===== config.mk =====
export PLATFORM = sky130hd
export DESIGN_NAME = rei_edge_irq_status
export DESIGN_NICKNAME = d
export VERILOG_FILES = /design/src/logic/rei_pkg.sv /design/src/logic/rei_edge_irq_status.sv
export SDC_FILE = /design/constraint.sdc
export NUM_CORES = 1
export LEC_CHECK = 0
export BUFFER_PORTS_ARGS = -buffer_cell sky130_fd_sc_hd__buf_2
export CORE_MARGIN = 2
export CORE_UTILIZATION = 23
export CTS_BUF_LIST = sky130_fd_sc_hd__clkbuf_8 sky130_fd_sc_hd__clkbuf_16
export DETAILED_ROUTE_END_ITERATION = 10
export SLEW_MARGIN = 20
export SYNTH_ARGS = -nofsm -noshare
export SYNTH_HDL_FRONTEND = slang
export SYNTH_SLANG_ARGS = --single-unit
export TNS_END_PERCENT = 50

===== constraint.sdc =====
create_clock -name i_ref_clk -period 7.2 [get_ports i_ref_clk]
set_clock_uncertainty 0.2 [all_clocks]
set_input_delay 0.36 -clock i_ref_clk [delete_from_list [all_inputs] [get_ports i_ref_clk]]
set_output_delay 0.36 -clock i_ref_clk [all_outputs]
set_load 0.02 [all_outputs]

===== src/logic/rei_pkg.sv =====
package rei_pkg;
	// Fixed device address of the general map (8-bit write form)
	localparam logic [7:0] I2C_ADDR_WR = 8'h98;
	localparam logic [6:0] I2C_ADDR = I2C_ADDR_WR[7:1];

	// Register offsets within the map
	localparam logic [7:0] OFS_STATUS_TWO = 8'h7F;
	localparam logic [7:0] OFS_CLEAR_TWO = 8'h80;
	localparam logic [7:0] OFS_MASK_TWO = 8'h81;
	localparam logic [7:0] OFS_STATUS_THREE = 8'h84;
	localparam logic [7:0] OFS_CLEAR_THREE = 8'h85;
	localparam logic [7:0] OFS_MASK_THREE = 8'h86;

	// Flag vector layout: register two in the low bits, three above
	localparam int N_FLAGS = 12;
	localparam int TWO_BITS = 4;
	localparam int THREE_BASE = 4;
	localparam int BIT_ACR_N = 3;
	localparam int BIT_HDR_ERR = 2;
	localparam int BIT_AUD_ERR = 1;
	localparam int BIT_GAMUT = 0;
	localparam int BIT_DEPTH = 7;
	localparam int BIT_LCLK_IRR = 6;
	localparam int BIT_AUD_KIND = 5;
	localparam int BIT_PARITY = 4;
	localparam int BIT_RATE = 3;
	localparam int BIT_FLAT = 2;
	localparam int BIT_FREQ = 1;
	localparam int BIT_BUF_LOW = 0;

	// Reset values and byte framing
	localparam logic [7:0] BYTE_ZERO = 8'h00;
	localparam logic [7:0] BYTE_ONES = 8'hFF;
	localparam logic [11:0] FLAGS_RESET = 12'h000;
	localparam logic [11:0] MASK_RESET = 12'h000;
	localparam logic [3:0] BYTE_BITS = 4'h8;

	// Serial port protocol states
	typedef enum logic [3:0] {
		ST_IDLE = 4'h0,
		ST_ADDR = 4'h1,
		ST_AACK = 4'h2,
		ST_SUB = 4'h3,
		ST_SACK = 4'h4,
		ST_WR = 4'h5,
		ST_WACK = 4'h6,
		ST_RD = 4'h7,
		ST_RACK = 4'h8
	} rei_state_t;

	// Single-cycle event pulses from the receiver's detectors
	typedef struct packed {
		logic acr_divisor_changed;
		logic header_uncorrectable;
		logic audio_pkt_uncorrectable;
		logic gamut_metadata_new;
		logic colour_depth_change;
		logic link_clock_irregular;
		logic audio_kind_change;
		logic audio_parity_fault;
		logic sample_rate_change;
		logic flatline_audio;
		logic link_freq_change;
		logic audio_buffer_low;
	} rei_evt_t;

	// Two-wire port input levels
	typedef struct packed {
		logic scl;
		logic sda;
	} rei_pins_t;
endpackage : rei_pkg


===== src/logic/rei_edge_irq_status.sv =====
`timescale 1ns/1ps

////////////////////////////////////////////////////////////////////////////////
// How it works
// - A set flag stays high until software writes its paired clear bit.
// - A flag only counts toward the interrupt while its mask bit is set.
// - Status registers are read-only; writes there never alter any flag.
// - Bit 3 of status two sets when the clock regeneration N value changes.
// - Bit 2 of status two sets on uncorrectable unknown-packet header error.
// - Bit 1 of status two sets on an uncorrectable audio packet error.
// - Bit 0 of status two sets when a new gamut metadata packet arrives.
// - Bit 7 of status three sets when the deep colour mode changes.
// - Bit 6 of status three sets on irregular or missing link clock pulses.
// - Bit 5 of status three sets whenever the audio mode changes.
// - Bit 4 of status three sets on an audio packet parity error.
// - Bit 3 of status three sets when channel zero sample-rate bits change.
// - Bit 2 of status three sets on audio samples with flat-line set.
// - Bit 1 of status three sets when link frequency leaves tolerance.
// - Bit 0 of status three sets when audio buffer reaches low threshold.
// - Registers are reached over the two-wire port at the fixed address.
module rei_edge_irq_status #(
	parameter logic [6:0] DEV_ADDR = rei_pkg::I2C_ADDR
) (
	// Clock, reset, enable
	input wire logic i_ref_clk,
	input wire logic i_nrst,
	input wire logic i_ce,
	// Two-wire register port
	input wire rei_pkg::rei_pins_t i_bus,
	output logic o_sda_out,
	output logic o_sda_oe_n,
	// Detector events
	input wire rei_pkg::rei_evt_t i_evt,
	// Latched flags and interrupt
	output logic [rei_pkg::N_FLAGS-1:0] o_flags,
	output logic o_first_irq_output
);

	////////////////////////////////////////////////////////////////////////////
	// Reserved two-wire addresses cannot be served
	generate
		if (DEV_ADDR[6:3] == 4'h0 || DEV_ADDR[6:3] == 4'hF) begin : g_bad_addr
			$error("Device address lies in a reserved range");
		end
	endgenerate

	// Places a byte into the flag vector lanes of the register pair
	function automatic logic [rei_pkg::N_FLAGS-1:0] lanes(
		input logic [7:0] ofs,
		input logic [7:0] data,
		input logic [7:0] ofs_two,
		input logic [7:0] ofs_three
	);
		logic [rei_pkg::N_FLAGS-1:0] v;
		v = '0;
		if (ofs == ofs_two) begin
			v[rei_pkg::TWO_BITS-1:0] = data[rei_pkg::TWO_BITS-1:0];
		end else if (ofs == ofs_three) begin
			v[rei_pkg::N_FLAGS-1:rei_pkg::THREE_BASE] = data;
		end
		return v;
	endfunction : lanes

	////////////////////////////////////////////////////////////////////////////
	// Signals
	rei_pkg::rei_pins_t prev;
	rei_pkg::rei_state_t state;
	logic [3:0] bit_cnt;
	logic [7:0] shift;
	logic [7:0] sub;
	logic [7:0] rd_now;
	logic rw;
	logic acked;
	logic wr_stb;
	logic [7:0] wr_sub;
	logic [7:0] wr_data;
	logic scl_rise;
	logic scl_fall;
	logic start;
	logic stop;
	logic [rei_pkg::N_FLAGS-1:0] flags;
	logic [rei_pkg::N_FLAGS-1:0] mask;
	logic [rei_pkg::N_FLAGS-1:0] clr;
	logic [rei_pkg::N_FLAGS-1:0] evt;
	logic [rei_pkg::N_FLAGS-1:0] wr_lane;
	logic [rei_pkg::N_FLAGS-1:0] wr_bits;

	////////////////////////////////////////////////////////////////////////////
	// Event pulses mapped onto register bit positions
	assign evt[rei_pkg::BIT_ACR_N] = i_evt.acr_divisor_changed;
	assign evt[rei_pkg::BIT_HDR_ERR] = i_evt.header_uncorrectable;
	assign evt[rei_pkg::BIT_AUD_ERR] = i_evt.audio_pkt_uncorrectable;
	assign evt[rei_pkg::BIT_GAMUT] = i_evt.gamut_metadata_new;
	assign evt[rei_pkg::THREE_BASE+rei_pkg::BIT_DEPTH] =
		i_evt.colour_depth_change;
	assign evt[rei_pkg::THREE_BASE+rei_pkg::BIT_LCLK_IRR] =
		i_evt.link_clock_irregular;
	assign evt[rei_pkg::THREE_BASE+rei_pkg::BIT_AUD_KIND] =
		i_evt.audio_kind_change;
	assign evt[rei_pkg::THREE_BASE+rei_pkg::BIT_PARITY] =
		i_evt.audio_parity_fault;
	assign evt[rei_pkg::THREE_BASE+rei_pkg::BIT_RATE] =
		i_evt.sample_rate_change;
	assign evt[rei_pkg::THREE_BASE+rei_pkg::BIT_FLAT] =
		i_evt.flatline_audio;
	assign evt[rei_pkg::THREE_BASE+rei_pkg::BIT_FREQ] =
		i_evt.link_freq_change;
	assign evt[rei_pkg::THREE_BASE+rei_pkg::BIT_BUF_LOW] =
		i_evt.audio_buffer_low;

	////////////////////////////////////////////////////////////////////////////
	// Bus edges; pins are synchronous so one stored copy suffices
	always_ff @(posedge i_ref_clk) begin
		if (!i_nrst) begin
			prev <= '1;
		end else if (i_ce) begin
			prev <= i_bus;
		end
	end

	assign scl_rise = i_bus.scl & ~prev.scl;
	assign scl_fall = ~i_bus.scl & prev.scl;
	assign start = prev.sda & ~i_bus.sda & i_bus.scl & prev.scl;
	assign stop = ~prev.sda & i_bus.sda & i_bus.scl & prev.scl;
	assign o_sda_out = 1'b0; // Open drain: only ever pulls low

	// Read mux; clear registers read zero, status bits above width too
	always_comb begin
		rd_now = rei_pkg::BYTE_ZERO;
		case (sub)
			rei_pkg::OFS_STATUS_TWO: begin
				rd_now[rei_pkg::TWO_BITS-1:0] = flags[rei_pkg::TWO_BITS-1:0];
			end
			rei_pkg::OFS_STATUS_THREE: begin
				rd_now = flags[rei_pkg::N_FLAGS-1:rei_pkg::THREE_BASE];
			end
			rei_pkg::OFS_MASK_TWO: begin
				rd_now[rei_pkg::TWO_BITS-1:0] = mask[rei_pkg::TWO_BITS-1:0];
			end
			rei_pkg::OFS_MASK_THREE: begin
				rd_now = mask[rei_pkg::N_FLAGS-1:rei_pkg::THREE_BASE];
			end
			default: begin
				rd_now = rei_pkg::BYTE_ZERO;
			end
		endcase
	end

	////////////////////////////////////////////////////////////////////////////
	// Two-wire slave; no clock stretching, subaddress auto-increments
	always_ff @(posedge i_ref_clk) begin
		if (!i_nrst) begin
			state <= rei_pkg::ST_IDLE;
			bit_cnt <= '0;
			shift <= rei_pkg::BYTE_ZERO;
			sub <= rei_pkg::BYTE_ZERO;
			rw <= 1'b0;
			acked <= 1'b0;
			o_sda_oe_n <= 1'b1;
			wr_stb <= 1'b0;
			wr_sub <= rei_pkg::BYTE_ZERO;
			wr_data <= rei_pkg::BYTE_ZERO;
		end else if (i_ce) begin
			wr_stb <= 1'b0;
			if (start) begin
				state <= rei_pkg::ST_ADDR;
				bit_cnt <= '0;
				o_sda_oe_n <= 1'b1;
			end else if (stop) begin
				state <= rei_pkg::ST_IDLE;
				o_sda_oe_n <= 1'b1;
			end else if (scl_rise) begin
				case (state)
					rei_pkg::ST_ADDR, rei_pkg::ST_SUB, rei_pkg::ST_WR: begin
						shift <= {shift[6:0], i_bus.sda};
						bit_cnt <= bit_cnt + 4'h1;
					end
					rei_pkg::ST_RACK: begin
						acked <= ~i_bus.sda;
					end
					default: begin
					end
				endcase
			end else if (scl_fall) begin
				case (state)
					rei_pkg::ST_ADDR: begin
						if (bit_cnt == rei_pkg::BYTE_BITS) begin
							// Other addresses are left alone until the next start
							if (shift[7:1] == DEV_ADDR) begin
								state <= rei_pkg::ST_AACK;
								rw <= shift[0];
								o_sda_oe_n <= 1'b0;
							end else begin
								state <= rei_pkg::ST_IDLE;
							end
						end
					end
					rei_pkg::ST_AACK, rei_pkg::ST_RACK: begin
						if (state == rei_pkg::ST_AACK && !rw) begin
							state <= rei_pkg::ST_SUB;
							bit_cnt <= '0;
							o_sda_oe_n <= 1'b1;
						end else if (state == rei_pkg::ST_AACK || acked) begin
							// Load a byte and drive its top bit at once
							state <= rei_pkg::ST_RD;
							o_sda_oe_n <= rd_now[7];
							shift <= {rd_now[6:0], 1'b0};
							bit_cnt <= 4'h1;
							sub <= sub + 8'h01;
						end else begin
							state <= rei_pkg::ST_IDLE;
							o_sda_oe_n <= 1'b1;
						end
					end
					rei_pkg::ST_SUB: begin
						if (bit_cnt == rei_pkg::BYTE_BITS) begin
							state <= rei_pkg::ST_SACK;
							sub <= shift;
							o_sda_oe_n <= 1'b0;
						end
					end
					rei_pkg::ST_SACK, rei_pkg::ST_WACK: begin
						state <= rei_pkg::ST_WR;
						bit_cnt <= '0;
						o_sda_oe_n <= 1'b1;
					end
					rei_pkg::ST_WR: begin
						if (bit_cnt == rei_pkg::BYTE_BITS) begin
							state <= rei_pkg::ST_WACK;
							o_sda_oe_n <= 1'b0;
							wr_stb <= 1'b1;
							wr_sub <= sub;
							wr_data <= shift;
							sub <= sub + 8'h01;
						end
					end
					rei_pkg::ST_RD: begin
						if (bit_cnt == rei_pkg::BYTE_BITS) begin
							state <= rei_pkg::ST_RACK;
							o_sda_oe_n <= 1'b1;
						end else begin
							o_sda_oe_n <= shift[7];
							shift <= {shift[6:0], 1'b0};
							bit_cnt <= bit_cnt + 4'h1;
						end
					end
					default: begin
						state <= rei_pkg::ST_IDLE;
					end
				endcase
			end
		end
	end

	////////////////////////////////////////////////////////////////////////////
	// Write decode; status offsets have no lanes here, so writes miss them
	assign wr_lane = wr_stb ? lanes(wr_sub, rei_pkg::BYTE_ONES,
		rei_pkg::OFS_MASK_TWO, rei_pkg::OFS_MASK_THREE) : '0;
	assign wr_bits = lanes(wr_sub, wr_data,
		rei_pkg::OFS_MASK_TWO, rei_pkg::OFS_MASK_THREE);
	assign clr = wr_stb ? lanes(wr_sub, wr_data,
		rei_pkg::OFS_CLEAR_TWO, rei_pkg::OFS_CLEAR_THREE) : '0;

	// Mask registers
	always_ff @(posedge i_ref_clk) begin
		if (!i_nrst) begin
			mask <= rei_pkg::MASK_RESET;
		end else if (i_ce) begin
			mask <= (mask & ~wr_lane) | (wr_bits & wr_lane);
		end
	end

	// Sticky flags; an event in the clear cycle keeps its flag set
	always_ff @(posedge i_ref_clk) begin
		if (!i_nrst) begin
			flags <= rei_pkg::FLAGS_RESET;
		end else if (i_ce) begin
			flags <= evt | (flags & ~clr);
		end
	end

	assign o_flags = flags;

	// Masked-off flags still latch but never raise the output
	always_ff @(posedge i_ref_clk) begin
		if (!i_nrst) begin
			o_first_irq_output <= 1'b0;
		end else if (i_ce) begin
			o_first_irq_output <= |(flags & mask);
		end
	end

	logic [rei_pkg::N_FLAGS-1:0] keep_q;
	always_ff @(posedge i_ref_clk) begin
		if (!i_nrst) begin
			keep_q <= '0;
		end else begin
			keep_q <= flags & ~(clr & {rei_pkg::N_FLAGS{i_ce}});
		end
	end
endmodule : rei_edge_irq_status


== Word-level counts from Yosys, hierarchy flattened ==
Cells that the tools add are included.
Operators by class
  bitwise logic cells: 23
  reductions and logical operators: 23
  equal/unequal tests: 37
  add/subtract/negate cells: 2
  muxes and demuxes: 63
Operator list (number)
  8-bit two-way mux: 16
  4-bit two-way mux: 19
  8-bit == test, second input constant: 7
  12-bit bitwise AND: 4
  7-bit AND reduction: 4
  12-bit two-way mux: 2
  4-bit != test, second input constant: 6
  12-bit inverter: 2
  12-bit OR: 2
  4-bit one-hot mux with 6 select lines: 1
  8-bit one-hot mux with 3 select lines: 1
  4-bit by 3-bit == test with 1-bit output, second input constant: 4
  1-bit two-way mux: 16
  4-bit one-hot mux with 4 select lines: 1
  8-bit one-hot mux with 2 select lines: 1
  4-bit one-hot mux with 3 select lines: 1
  3-bit nonzero test: 4
  12-bit OR reduction: 1
  2-bit != test, second input constant: 5
  10-bit AND reduction: 1
  3-bit != test, second input constant: 3
  9-bit AND reduction: 1
  8-bit by 1-bit adder with 8-bit output, second input constant: 1
  1-bit bitwise AND: 8
  other kinds (25): 37
Word-level totals
  register bits after elaboration: 71
  output and inout bits: 15
  input port bits: 17

== Longest topological paths before layout ==
Gate-level depths: netlist of the first run.
  depth in word-level cells: 9
  gate-level depth with buffers: 10

== Worst setup path before layout of the first run ==
No wires, ideal clock.
  kind: register to register
  from: register prev[1] (netlist bit)
  to: register wr_data[7]
  clock period less this slack: 2.315 ns
  slack: 4.885 ns
  path buffers: 3
  stages on the path, launching flop included: 11
  arrival: 1.987 ns
  required time: 6.872 ns
  cells stage by stage: dfxtp_1 inv_1 ha_1 buf_2 and3b_1 o2111ai_1 nor3b_1 buf_2 buf_4 mux2i_1 nor2_1
On the way
  cells in the longest elaborated chain, start to end: 4
  elaborated cells on any way between the ends: 9
  classes of those cells: 8 x bitwise; 1 x reduce/logical
Ends and longest elaborated chain
  from (decl): RTL line rei_edge_irq_status.sv:66  | rei_pkg::rei_pins_t prev;
  from (signal assigned): RTL line rei_edge_irq_status.sv:117  | prev <= i_bus;
  1-bit inverter: RTL line rei_edge_irq_status.sv:121  | assign scl_rise = i_bus.scl & ~prev.scl;
  1-bit bitwise AND: RTL line rei_edge_irq_status.sv:121
  1-bit inverter (no source line)
  7-bit AND reduction (no source line) (*)
  to (signal assigned): RTL line rei_edge_irq_status.sv:162  | wr_data <= rei_pkg::BYTE_ZERO;
  to (signal assigned): RTL line rei_edge_irq_status.sv:233  | wr_data <= shift;
  to (decl): RTL line rei_edge_irq_status.sv:76  | logic [7:0] wr_data;
Every way passes the cells marked *; elsewhere a longest branch is shown, timed or not.
A chain may end at the register's enable or synchronous reset.

== Worst setup path after layout of the first run ==
  from: register state[3]
  to: register sub[0]
On the way
  cells in the longest elaborated chain, start to end: 4
  elaborated cells on any way between the ends: 14
  classes of those cells: 8 x eq/ne; 1 x mux; 5 x reduce/logical
Ends and longest elaborated chain
  from (decl): RTL line rei_edge_irq_status.sv:67  | rei_pkg::rei_state_t state;
  from (signal assigned): RTL line rei_edge_irq_status.sv:153  | state <= rei_pkg::ST_IDLE;
  from (signal assigned): RTL line rei_edge_irq_status.sv:166  | state <= rei_pkg::ST_ADDR;
  from (signal assigned): RTL line rei_edge_irq_status.sv:170  | state <= rei_pkg::ST_IDLE;
  4-bit by 2-bit == test with 1-bit output or 4-bit == test (tied branches): RTL line rei_edge_irq_status.sv:185, rei_edge_irq_status.sv:199, rei_edge_irq_status.sv:203
  2-bit OR reduction, or another cell as far along: RTL line rei_edge_irq_status.sv:185  | case (state)
  2-bit != test (no source line) or 3-bit nonzero test (tied branches)
  10-bit AND reduction (no source line)
  to (signal assigned): RTL line rei_edge_irq_status.sv:209  | sub <= sub + 8'h01;
  to (signal assigned): RTL line rei_edge_irq_status.sv:218  | sub <= shift;
  to (signal assigned): RTL line rei_edge_irq_status.sv:234  | sub <= sub + 8'h01;
  to (decl): RTL line rei_edge_irq_status.sv:70  | logic [7:0] sub;
Several ways; a longest one is shown, not always the timed one.

==> summary.md, run 1 <==
| Metric | Value |
|---|---|
| Fmax | 367.5 MHz |
| Mapped Cells | 461 |
| Routability cong. | 0.8332 |
| TritonCTS clock tree | yes |
| Drt first-iter violations | 245 |
| PostCTS Resize Cnt | 0 |
| Critical Path End Type | register |
| Vias in the first global route | 3220 |
| Die width | 133.6 um |
| MaxCap Viol Count | 0 |
| Critical Path Sink | sub[0] |
| Ant diodes | 0 |
| GRT Util Overall | 12.00% |
| Post-CTS Setup Bufs | 0 |
| Drt wl/cell | 14.91 um |
| Mux contribution to synthesized area | 8.582% |
| Fin. max-slew vios | 0 |
| Hold Vio Cnt, Final | 0 |
| Adder-cell share of the synthesized area | 2.591% |
| Max VDD drop | 126.1 uV |
| Fin cells | 699 |
| Max-slew headroom | 41.86% |
| RSZ-0062 raised after global routing | no |
| Worst R2R Start | state[3] |
| Min cycle time layout | 2.721 ns |
| Syn. warnings | 0 |
| Net Count, Synth | 486 |
| Grt ovf | 0 |
| Yosys reg bits | 71 |
| TritonCTS sink count | 71 |
| Area growth, synth to finish | 16.84% |
| Sequential share of the synthesized area | 36.79% |
| Most common cell in the netlist | dfxtp_1 |
| Leakage power | 1.595 nW |
| WP data required | 7.22 ns |
| CTS Buffer Depth | 2 |
| Worst setup path category | register to register |
| CP Launch Type | register |
| Global-route wire length before repair | 17.43 mm |
| Crit Path Max Fanout | 19 |
| Largest family of logic cells by synthesized area | compound AO/OA/AOI/OAI gates |
| Mean Syn Cell Area | 8.381 sq um |
| Core box area | 16520 sq um |
| Netlist Area Pre-Place | 3864 sq um |
| Total vias in the final route | 3433 |
| DRC viols | 0 |
| Final core utilization | 27.32% |
| # hold bufs at CTS | 0 |
| Site Rows | 47 |
| Largest net degree at the start of global routing | 32 |
| Most frequent cells after synthesis | dfxtp_1 (71), nor2_1 (61), nand2_1 (39), mux2i_1 (32), a22oi_1 (26) |
| Input/output buffers | 30 |
| 1st-pass router iterations | 5 |
| Placed Cells incl. Taps | 683 |
| Least-Margin Pin Slew | 0.8600 ns |
| Area fraction in compound gates after synthesis | 24.09% |
| Yosys cell types | 66 |
| Avg Vias per Cell | 4.911 |
| Prevailing post-synth register cell | dfxtp_1 |
| Post-route setup TNS | 0 ns |
| Post-synth ARST share | 0% |
| Die Y | 133.6 um |
| DPL Wire Length | 7.303 mm |
| Num CTS Buffers | 9 |
| Simple-Gate Fraction of Synth Area | 22.12% |
| CP Launch Point | state[3] |
| Post-route cell area | 4514 sq um |
| Synth area leader | dfxtp_1 |
| HP Class | input port to register |
| Clock-pin slew on the worst setup and hold paths | 0.06 ns |
| Initial antenna violation count | 0 |
| Critical R2R Capture | sub[0] |
| Worst EP arrival | 2.74 ns |
| EDFF count, synth | 0 |
| Post-route ant nets | 0 |
| Period utilisation layout | 37.79% |
| Yosys top cell area share | 36.79% |
| H-Tree Depth | 3 |
| FF-to-FF setup slack | 4.48 ns |
| Setup violators final | 0 |
| XOR/XNOR share of the synthesized area | 0.4534% |
| Top cells by area, synth | dfxtp_1 (37%), mux2i_1 (8.3%), nor2_1 (5.9%), a22oi_1 (5.1%), nand2_1 (3.8%) |
| Top Ports | 32 |
| Post-Place Cell Area | 4177 sq um |
| Final wirelength | 10.42 mm |
| Share of cells above drive strength 1 | 13.15% |
| CTS root buffer | clkbuf_16 |
| Die footprint | 17850 sq um |
| R2R depth | 5 |
| Nets | 499 |
| Pwr dens | 217.7 nW/um^2 |
| Worst-skew pair later-pin latency | 0.33 ns |
| Initial Util | 23.38% |
| Status | completed |
-- cells by family (layout without fill, tap and decap cells) --
kind of cell	Yosys count	count (layout)
AO/OA/AOI/OAI	127	127
AND/OR/NAND/NOR	171	171
other	1	1
buffers and inverters	48	66
adder cells (fa/ha/maj)	8	8
flip-flops	71	71
multiplexers	33	33
XOR/XNOR	2	2
-- through the flow --
stage               setup slack (ns)  power [mW]  hold slack [ns]
floorplan                      4.885      0.4600           0.2519
global placement               4.486      0.4826           0.2671
detailed placement             4.469      0.4823           0.2809
CTS                            4.515      0.9907          0.07293
global route                   4.269       1.012          0.08617
finish                         4.479      0.9829          0.08020
-- where the power goes --
part           leakage [nW]  internal, mW  switching [mW]  total, mW
Sequential            0.576         0.400          0.0109      0.411
Clock                 0.171         0.336           0.172      0.509
Combinational         0.849        0.0225          0.0406     0.0631
Total                  1.59         0.759           0.224      0.983
-- worst min path at each step --
stage	from	end	slack, ns	cells past startpoint
floorplan	wr_sub[3]	wr_sub[3]	0.25	2
global placement	wr_sub[6]	wr_sub[6]	0.27	2
detailed placement	wr_sub[6]	wr_sub[6]	0.28	2
CTS	i_evt[7]	o_flags[11]	0.07	3
global route	i_evt[5]	o_flags[9]	0.09	3
finish	i_evt[7]	o_flags[11]	0.08	3
-- metal layers --
layer / vias up / routed length (um) / global-route usage (%)
li1: 1723 / - / -
met1: 1632 / 5330 / 16.89
met2: 65 / 4596 / 18.50
met3: 13 / 390 / 2.740
met4: 0 / 103 / 3.073
met5: - / 0 / 0
-- worst max-delay path: stages (launching register included) --
cell	delay, ns
dfxtp_1	0.72
nor4b_1	0.51
a41o_2	0.19
o2111ai_2	0.38
and2_1	0.33
o31a_1	0.28
-- final cells by class --
class / instances / area (sq um)
inverter: 17 / 63.81
multi-input combinational: 342 / 2243
tap: 220 / 275.3
timing repair buffer: 33 / 172.7
clock inverter: 7 / 112.6
clock buffer: 9 / 225.2
sequential: 71 / 1421
fill: 1748 / 12010
-- layout by cell type, fill, tap and decap left out, types with 4 or more instances in the layout --
cell / instances
a211oi_1: 11
a21oi_1: 22
a22o_1: 6
a22oi_1: 26
buf_2: 30
clkbuf_16: 9
dfxtp_1: 71
ha_1: 8
inv_1: 17
mux2i_1: 32
nand2_1: 39
nand2b_1: 9
nand3_1: 9
nand3b_1: 4
nor2_1: 61
nor3_1: 9
o211ai_1: 6
o21ai_0: 11
o2bb2ai_1: 4
o32ai_1: 5
or2_2: 6
or3_1: 4
Note: power is estimated with default switching activity, not from simulation.
==> run 2: changes to the inputs <==
==> constraint.sdc (replaced) <==
create_clock -name i_ref_clk -period 2.3 [get_ports i_ref_clk]
set_clock_uncertainty 0.2 [all_clocks]
set_input_delay 0.115 -clock i_ref_clk [delete_from_list [all_inputs] [get_ports i_ref_clk]]
set_output_delay 0.115 -clock i_ref_clk [all_outputs]
set_load 0.02 [all_outputs]
==> run 2 against run 1 <==
  * Die area stayed put
  * Utilization is 3.2 points higher
  * Total power rose to 3.0 times the previous value
  * Sequential power increased to 3.1 times the previous value
  * Critical path type unchanged
  * Largest cell class unchanged
==> summary.md, run 2 (synthesis results as in run 1) <==
| Metric | Value |
|---|---|
| Crit Path Max Fanout | 4 |
| TritonCTS sink count | 71 |
| Pwr dens | 577.6 nW/um^2 |
| Hold Vio Cnt, Final | 0 |
| Fillers | 1732 |
| Reg area | 1426 sq um |
| Period utilisation layout | 96.56% |
| Die width | 133.6 um |
| Critical Path End Type | register |
| Area growth, synth to finish | 30.38% |
| Ant diodes | 0 |
| RSZ-0062 raised after global routing | yes |
| Grt ovf | 0 |
| Setup violators final | 0 |
| Fin. max-slew vios | 0 |
| Critical R2R Capture | bit_cnt[3] |
| Worst R2R Start | bit_cnt[1] |
| Avg Vias per Cell | 4.915 |
| Drt first-iter violations | 285 |
| Core box area | 16520 sq um |
| Post-route setup TNS | 0 ns |
| Num CTS Buffers | 9 |
| Fmax | 450.3 MHz |
| Worst-skew pair later-pin latency | 0.34 ns |
| DPL Wire Length | 7.846 mm |
| Most frequent cells in the layout | dfxtp_1 (67), nor2_1 (61), nand2_1 (39), buf_4 (39), mux2i_1 (32) |
| Most common cell after layout, fill and taps aside | dfxtp_1 |
| Max-slew headroom | 59.81% |
| Post-route ant nets | 0 |
| Least-Margin Pin Slew | 0.5991 ns |
| Die Y | 133.6 um |
| TritonCTS clock tree | yes |
| MaxCap Viol Count | 0 |
| Status | completed |
| Global-route wire length before repair | 18.08 mm |
| Initial Util | 23.38% |
| Min cycle time layout | 2.221 ns |
| Die footprint | 17850 sq um |
| Clock-pin slew on the worst setup and hold paths | 0.06 ns |
| Worst setup path category | register to register |
| 1st-pass router iterations | 8 |
| Multi-input gate area | 2301 sq um |
| Drt wl/cell | 14.89 um |
| Input/output buffers | 30 |
| Final wirelength | 11.23 mm |
| Site Rows | 47 |
| Total vias in the final route | 3706 |
| CTS root buffer | clkbuf_16 |
| Leakage power | 1.858 nW |
| H-Tree Depth | 3 |
| HP Class | input port to register |
| Top Ports | 32 |
| GRT Util Overall | 12.48% |
| R2R depth | 7 |
| Critical Path Sink | bit_cnt[3] |
| DRC viols | 0 |
| Worst EP arrival | 2.27 ns |
| Initial antenna violation count | 0 |
| WP data required | 2.34 ns |
| Vias in the first global route | 3426 |
| CP Launch Point | bit_cnt[1] |
| Largest net degree at the start of global routing | 44 |
| Max VDD drop | 511.9 uV |
| Minimum hold slack | 0.01789 ns |
| CTS Buffer Depth | 2 |
| CP Launch Type | register |
| Post-CTS Setup Bufs | 0 |
| Routability cong. | 0.8379 |
| Share of cells above drive strength 1 | 21.16% |
| Nets | 554 |
| FF-to-FF setup slack | 0.08 ns |
-- run 2: cell types whose count changed in the layout (fill, tap and decap cells not counted), sizes merged --
| cell | before | now |
|---|---|---|
| buf | 33 | 70 |
| bufinv | 3 | 0 |
| clkbuf | 9 | 13 |
| clkinv | 4 | 2 |
| clkinvlp | 0 | 1 |
| dlygate4sd3 | 0 | 16 |
| dlymetal6s4s | 0 | 1 |
| inv | 17 | 18 |
-- run 2: worst min-delay path by stage --
stage	startpoint	end	slack (ns)	cells past startpoint
floorplan	i_bus[0]	prev[0]	0.04	2
global placement	i_evt[3]	o_flags[7]	0.17	3
detailed placement	i_evt[6]	o_flags[10]	0.17	3
CTS	i_nrst	prev[0]	0.005	3
global route	i_nrst	prev[0]	0.03	3
finish	i_nrst	prev[0]	0.02	3
-- run 2: cell type report --
| type | count | share of cell area [%] |
|---|---|---|
| multi-input combinational | 342 | 45.68 |
| sequential | 71 | 28.32 |
| timing repair buffer | 88 | 13.41 |
| tap | 220 | 5.464 |
| clock buffer | 12 | 5.291 |
| inverter | 17 | 1.267 |
| clock inverter | 4 | 0.5713 |
-- run 2: layer usage --
layer  global-route usage (%)  wire length (um)  up-vias
met3                    2.473               384       14
met2                    20.25              5163       82
met4                    2.482               125        0
li1                         -                 -     1834
met1                    17.28              5551     1776
met5                        0                 0        -
-- run 2: timing repair --
action | in CTS | in global routing
endpoints found under the setup margin | 0 | 27
hold buffers | 17 | 0
hold endpoints to repair | 16 | 0
gates resized for setup | 0 | 16
-- run 2: power by group --
| group | leakage, nW | internal (mW) | switching (mW) |
|---|---|---|---|
| Combinational | 1.13 | 0.108 | 0.148 |
| Sequential | 0.577 | 1.25 | 0.0287 |
| Clock | 0.147 | 0.821 | 0.552 |
-- run 2: through the flow --
| stage | util, % | cell area (sq um) | worst slack, ns | cells | power (mW) |
|---|---|---|---|---|---|
| 6_report | 30.48 | 5037 | 0.07918 | 754 | 2.910 |
| 4_1_cts | 29.97 | 4952 | 0.03206 | 754 | 2.928 |
| 2_1_floorplan | - | 3866 | 0.03059 | 461 | 1.440 |
| 5_1_grt | 30.48 | 5037 | -0.006738 | 754 | 3.006 |
| 3_3_place_gp | 27.15 | 4487 | 0.09520 | 721 | 1.533 |
| 3_5_place_dp | 27.15 | 4487 | 0.04906 | 721 | 1.532 |
-- run 2: critical path: stages, from the launching register on --
cell,delay (ns)
dfxtp_2,0.34
inv_1,0.05
ha_2,0.16
and3b_2,0.23
o32a_1,0.33
a21o_1,0.19
or3_4,0.38
o311ai_4,0.25
